[src/core/gies_pkg.sv]
package gies_pkg;
  localparam logic [7:0] CTRL_OFFSET = 8'h40;
  localparam logic [7:0] STAT_OFFSET = 8'h44;
  localparam logic [31:0] CTRL_RESET = 32'h00000000;
  localparam logic [31:0] STAT_RESET = 32'h00000000;
  localparam logic [31:0] EVENT_MASK = 32'h010f000f;
  localparam int VBLANK_BIT = 0;
  localparam int VLINE_BIT = 1;
  localparam int VSYNC_BIT = 2;
  localparam int SNAP_BIT = 3;
  localparam int CAP0_BIT = 8;
  localparam int CAP1_BIT = 9;
  localparam int DMA_EOL_BIT = 16;
  localparam int TWO_WIRE_BIT = 17;
  localparam int MM_PORT_BIT = 18;
  localparam int ENG_IDLE_BIT = 19;
  localparam int HVP_BIT = 24;
  localparam int NUM_SRC = 9;
  localparam int SRC_POS [NUM_SRC] = '{0, 1, 2, 3, 16, 17, 18, 19, 24};
endpackage : gies_pkg

[src/core/gies_top.sv]
`timescale 1ns/1ps
module gies_top (
  input wire logic mclk,
  input wire logic rst,
  input wire logic regSel,
  input wire logic regWr,
  input wire logic [7:0] regAddr,
  input wire logic [3:0] regByteEn,
  input wire logic [31:0] regWdata,
  output logic [31:0] regRdata,
  output logic regAck,
  input wire logic vertical_blank,
  input wire logic vertical_line,
  input wire logic vertical_sync,
  input wire logic capture_snap,
  input wire logic dma_end_of_list,
  input wire logic two_wire_bus,
  input wire logic multimedia_port,
  input wire logic engine_idle,
  input wire logic host_video_port,
  input wire logic capture_port_zero_pending,
  input wire logic capture_port_one_pending,
  input wire logic intDisableStrap,
  output logic sysIrq
);
  localparam int N = gies_pkg::NUM_SRC;

  logic [N-1:0] srcRaw;
  logic [N-1:0] srcRise;
  logic [1:0] capLevel;
  logic strapLevel;

  logic [31:0] ctrl_q, ctrl_d;
  logic [31:0] stat_q, stat_d;
  logic [31:0] rdata_q, rdata_d;
  logic ack_q, ack_d;
  logic irq_q, irq_d;

  logic [31:0] evSet;
  logic [31:0] clrMask;
  logic [31:0] laneMask;
  logic wrCtrl, wrStat;

  // byte enables widened to a bit mask
  function automatic logic [31:0] lanes(input logic [3:0] be);
    logic [31:0] m;
    m = '0;
    for (int i = 0; i < 4; i++) begin
      m[i*8 +: 8] = {8{be[i]}};
    end
    return m;
  endfunction : lanes

  assign srcRaw = {host_video_port, engine_idle, multimedia_port,
                   two_wire_bus, dma_end_of_list, capture_snap,
                   vertical_sync, vertical_line, vertical_blank};

  gies_edge_sync #(.WIDTH(N)) uSrc (
    .mclk(mclk),
    .rst(rst),
    .async(srcRaw),
    .level(),
    .rise(srcRise)
  );

  gies_edge_sync #(.WIDTH(3)) uLvl (
    .mclk(mclk),
    .rst(rst),
    .async({intDisableStrap, capture_port_one_pending,
            capture_port_zero_pending}),
    .level({strapLevel, capLevel}),
    .rise()
  );

  // event onsets mapped to their flag positions
  genvar g;
  generate
    for (g = 0; g < 32; g++) begin : gMap
      if (g == gies_pkg::SRC_POS[0]) begin : gS0
        assign evSet[g] = srcRise[0];
      end else if (g == gies_pkg::SRC_POS[1]) begin : gS1
        assign evSet[g] = srcRise[1];
      end else if (g == gies_pkg::SRC_POS[2]) begin : gS2
        assign evSet[g] = srcRise[2];
      end else if (g == gies_pkg::SRC_POS[3]) begin : gS3
        assign evSet[g] = srcRise[3];
      end else if (g == gies_pkg::SRC_POS[4]) begin : gS4
        assign evSet[g] = srcRise[4];
      end else if (g == gies_pkg::SRC_POS[5]) begin : gS5
        assign evSet[g] = srcRise[5];
      end else if (g == gies_pkg::SRC_POS[6]) begin : gS6
        assign evSet[g] = srcRise[6];
      end else if (g == gies_pkg::SRC_POS[7]) begin : gS7
        assign evSet[g] = srcRise[7];
      end else if (g == gies_pkg::SRC_POS[8]) begin : gS8
        assign evSet[g] = srcRise[8];
      end else begin : gNone
        assign evSet[g] = 1'b0;
      end
    end
  endgenerate

  assign laneMask = lanes(regByteEn);
  assign wrStat = regSel && regWr && (regAddr == gies_pkg::STAT_OFFSET);
  // control takes only a full word write
  assign wrCtrl = regSel && regWr && (regAddr == gies_pkg::CTRL_OFFSET)
                  && (regByteEn == 4'hf);
  assign clrMask = wrStat ? (regWdata & laneMask) : 32'h00000000;

  always_comb begin
    ctrl_d = ctrl_q;
    if (wrCtrl) begin
      ctrl_d = regWdata & gies_pkg::EVENT_MASK;
    end
    // set wins over clear; only event positions ever hold state
    stat_d = ((stat_q & ~clrMask) | evSet) & gies_pkg::EVENT_MASK;
    irq_d = ((stat_q & ctrl_q) != 32'h00000000) && !strapLevel;
    ack_d = regSel;
    rdata_d = 32'h00000000;
    if (regSel && !regWr) begin
      unique case (regAddr)
        gies_pkg::CTRL_OFFSET: rdata_d = ctrl_q;
        gies_pkg::STAT_OFFSET: begin
          rdata_d = stat_q;
          rdata_d[gies_pkg::CAP0_BIT] = capLevel[0];
          rdata_d[gies_pkg::CAP1_BIT] = capLevel[1];
          rdata_d = rdata_d & laneMask;
        end
        default: rdata_d = 32'h00000000;
      endcase
    end
  end

  always_ff @(posedge mclk or posedge rst) begin
    if (rst) begin
      ctrl_q <= gies_pkg::CTRL_RESET;
      stat_q <= gies_pkg::STAT_RESET;
      rdata_q <= 32'h00000000;
      ack_q <= 1'b0;
      irq_q <= 1'b0;
    end else begin
      ctrl_q <= ctrl_d;
      stat_q <= stat_d;
      rdata_q <= rdata_d;
      ack_q <= ack_d;
      irq_q <= irq_d;
    end
  end

  assign regRdata = rdata_q;
  assign regAck = ack_q;
  assign sysIrq = irq_q;
endmodule : gies_top

[src/core/gies_edge_sync.sv]
`timescale 1ns/1ps
module gies_edge_sync #(
  parameter int WIDTH = 1
) (
  input wire logic mclk,
  input wire logic rst,
  input wire logic [WIDTH-1:0] async,
  output logic [WIDTH-1:0] level,
  output logic [WIDTH-1:0] rise
);
  logic [WIDTH-1:0] meta_q, meta_d;
  logic [WIDTH-1:0] sync_q, sync_d;
  logic [WIDTH-1:0] prev_q, prev_d;

  // refuse a width the flops cannot serve
  if (WIDTH < 1) begin : gBadWidth
    $error("gies_edge_sync: WIDTH must be at least 1");
  end

  // two flops before any reader, then an edge detector on the second
  always_comb begin
    meta_d = async;
    sync_d = meta_q;
    prev_d = sync_q;
  end

  always_ff @(posedge mclk or posedge rst) begin
    if (rst) begin
      meta_q <= '0;
      sync_q <= '0;
      prev_q <= '0;
    end else begin
      meta_q <= meta_d;
      sync_q <= sync_d;
      prev_q <= prev_d;
    end
  end

  assign level = sync_q;
  assign rise = sync_q & ~prev_q;
endmodule : gies_edge_sync

[config.mk]
export PLATFORM = sky130hd
export DESIGN_NAME = gies_top
export DESIGN_NICKNAME = d
export VERILOG_FILES = /design/src/core/gies_pkg.sv /design/src/core/gies_top.sv /design/src/core/gies_edge_sync.sv
export SDC_FILE = /design/constraint.sdc
export NUM_CORES = 1
export LEC_CHECK = 0
export ABC_AREA = 1
export BUFFER_PORTS_ARGS = -buffer_cell sky130_fd_sc_hd__buf_2
export CORE_MARGIN = 8
export CORE_UTILIZATION = 48
export DETAILED_ROUTE_END_ITERATION = 6
export PLACE_DENSITY = 0.78
export REMOVE_ABC_BUFFERS = 1
export SLEW_MARGIN = 10
export SYNTH_ARGS = -nofsm -noshare
export SYNTH_HDL_FRONTEND = slang
export SYNTH_SLANG_ARGS = --single-unit
[constraint.sdc]
create_clock -name mclk -period 3.1 [get_ports mclk]
set_clock_uncertainty 0.05 [all_clocks]
set_input_delay 0.93 -clock mclk [delete_from_list [all_inputs] [get_ports mclk]]
set_output_delay 0.93 -clock mclk [all_outputs]
set_load 0.01 [all_outputs]
==> impl_metrics.py <==
metrics = {
    "layout": {
        "fin_area_um2": 2950,
        "layout.nets": 351,
        "multi_input_area_um2": 703,
        "fin_cells": 366,
        "syn_to_final_growth_pct": 18.4,
        "seqCellArea_um2": 1600,
        "fill_cells": 439,
        "num_antenna_cells": 0,
        "drive_above_1_share_pct": 26.0,
    },
    "status": {
        "status": "complete, no violations",
    },
    "floorplan": {
        "fp.dieH_um": 88.0,
        "dieArea_um2": 7750,
        "start_util_pct": 49.4,
        "core_region_area_um2": 5040,
        "die_w_um": 88.0,
        "row_count": 26,
        "io_pins": 94,
    },
    "worst_setup_path": {
        "critPathLaunch": "regAddr[7]",
        "crit_fanout": 26,
        "critPathLaunchType": "input port",
        "rrSetupSlack_ns": 2.09,
        "critPathArrivalTime_ns": 2.15,
        "critPathMaxStageDelay_ns": 0.45,
        "r2r_cells": 4,
        "end_kind": "flop",
        "crit_type": "input port to flop",
        "reg2reg_from": "stat_q[3]",
        "path_cells": "buf_2 > inv_1 > nand2_1 > nor2_4 > and2_4 > nand2_4 > nand2_1 > nand2_1",
        "slowest_stage": "nor2_4",
        "crit_top_cell": "nand2_1",
        "cp.required_ns": 3.27,
        "reg2reg_to": "sysIrq",
        "endpoint": "ctrl_q[16]",
    },
    "clock_tree": {
        "cts_resized": 0,
        "clk_latency_ns": 0.33,
        "cts_buffer_depth": 2,
        "cts_root_buf": "clkbuf_8",
        "cts_setup_buffers": 0,
        "cts_buffers": 9,
        "htreeDepth": 3,
        "clk_pin_slew_ns": 0.07,
        "cts_tree": "done",
        "postCtsHoldBufs": 0,
        "clkSinkCount": 64,
    },
    "power_and_ir_drop": {
        "p_int_w": 0.00136,
        "power_frac_seq_pct": 50.1,
        "pwr-share-comb_pct": 5.1,
        "clockPowerShare_pct": 44.8,
        "swShare_pct": 21.4,
        "ir_drop_mv": 0.437,
        "netSwitchingPower_w": 0.000370,
        "p_per_area_nw_per_um2": 586,
        "total_power_w": 0.00173,
        "leakage_nw": 1.50,
    },
    "placement": {
        "place_area_um2": 2730,
        "dp_cells": 350,
        "gp_congestion": 0.887,
        "numPortBuffers": 49,
        "post-dp-hpwl_um": 3290,
    },
    "global_routing": {
        "grt_max_degree": 35,
        "grt_overflow_total": 0,
        "grt_usage_pct": 12.9,
        "grt_pass1_vias": 1787,
        "grt_first_pass_wirelength_um": 7500,
        "antenna_found_initial": 0,
    },
    "detailed_routing": {
        "drtPass1Iterations": 4,
        "antenna_left": 0,
        "drc": 0,
        "wl_per_cell_um": 12.3,
        "vias": 1673,
        "drt-initial-drc-count": 138,
        "routed_via_density": 4.57,
        "wirelength_um": 4510,
    },
    "synth": {
        "synth-seq-area-share_pct": 64.3,
        "synth_area_leaders": "dfrtp_1 (64%), nand2_1 (8.1%), buf_4 (6.3%)",
        "synthFlopType": "dfrtp_1",
        "yosys.area.top_type_share_pct": 64.3,
        "async_flop_share_pct": 100,
        "synth_commonest_cells": "dfrtp_1 (64), nand2_1 (54), nand3_1 (26)",
        "synth_cell_type_count": 20,
        "yosys_register_bits": 64,
        "yosys_warnings": 0,
        "synth_edf_count": 0,
        "synth.avg_cell_area_um2": 10.6,
        "syn_area_um2": 2490,
        "yosysMostFrequentCell": "dfrtp_1",
        "syn_inst": 234,
        "synth_top_area_cell": "dfrtp_1",
    },
    "timing": {
        "tightest_slew_ns": 0.538,
        "max-slew-margin-rel_pct": 64.0,
        "period_needed_ns": 1.97,
        "fin_tns_setup_ns": 0,
        "hold_violations": 0,
        "hold_slack_ns": 0.296,
        "fmax_ghz": 0.507,
        "setup_viol": 0,
        "rsz0062_at_grt": "false",
        "finalCritPeriodShare_pct": 63.6,
        "slew_violations": 0,
    },
    "run": {
        "cap_violations": 0,
    },
    "min_path": {
        "hold_path_class": "flop to flop",
    },
}
layer usage:
metal | vias to the layer above | wire (µm) | share of wire (%) | global-route usage (%)
met5 | - | 0 | 0 | 0
met3 | 12 | 252 | 5.6 | 4.13
met1 | 771 | 1850 | 41 | 12.8
met4 | 0 | 105 | 2.3 | 10.1
met2 | 56 | 2300 | 51 | 21.8
li1 | 834 | - | - | -
cell usage in the layout, fill, tap and decap left out, types with 3 or more instances in the layout:
master / Yosys / routed
dfrtp_1: 64 / 64
nand2_1: 54 / 54
buf_2: 4 / 49
nand3_1: 26 / 26
conb_1: 1 / 21
inv_1: 18 / 17
nand4_1: 17 / 17
a21oi_1: 10 / 10
clkbuf_8: 0 / 10
o21ai_0: 5 / 5
nor2_1: 4 / 4
buf_4: 21 / 3
cells by family after synthesis:
logic type,count (synthesis),share of synthesized area (%)
AND/OR/NAND/NOR,110,22.1
flip-flops,64,64.3
buffers and inverters,44,10.5
AO/OA/AOI/OAI,15,3.01
other,1,0.151
critical path: cells and delay by family:
kind	cells	cell delay [ns]
simple gates	6	1.08
buf+inv	2	0.13
cell type report:
type / count / share of cell area, %
timing repair buffer: 52 / 9.08
multi-input combinational: 146 / 23.8
sequential: 64 / 54.3
inverter: 18 / 2.29
clock inverter: 5 / 2.72
tap: 70 / 2.97
clock buffer: 11 / 4.79
worst min path at each step:
stage                    from            end  depth (start not counted)
3_5_place_dp   uLvl.meta_q[0]  uLvl.level[0]                          0
5_1_grt        uLvl.meta_q[2]  uLvl.level[2]                          0
6_report       uLvl.meta_q[0]  uLvl.level[0]                          0
2_1_floorplan  uLvl.meta_q[0]  uLvl.level[0]                          0
4_1_cts        uLvl.meta_q[0]  uLvl.level[0]                          0
3_3_place_gp   uSrc.meta_q[0]  uSrc.level[0]                          0
through the flow:
step / worst slack [ns] / util [%]
after global routing: 0.990 / 58.5
final: 1.13 / 58.5
after CTS: 1.16 / 58.5
after floorplan: 0.522 / -
after detailed placement: 0.813 / 54.1
after global placement: 0.844 / 54.1
flip-flops by register name, summed over array words and instances (netlist names):
| signal | flops |
|---|---|
| ctrl_q | 9 |
| regAck | 1 |
| regRdata | 11 |
| stat_q | 9 |
| sysIrq | 1 |
| uLvl.level | 3 |
| uLvl.meta_q | 3 |
| uSrc.level | 9 |
| uSrc.meta_q | 9 |
| uSrc.prev_q | 9 |
power by group through the flow:
stage / registers, W / clock network, W / logic (W)
6_report: 0.000865 / 0.000775 / 0.0000880
5_1_grt: 0.000867 / 0.000829 / 0.000101
4_1_cts: 0.000865 / 0.000794 / 0.0000878
3_5_place_dp: 0.000881 / 0 / 0.0000873
3_3_place_gp: 0.000880 / 0 / 0.0000852
2_1_floorplan: 0.000879 / 0 / 0.0000463
(Power assumes the default switching activity.)
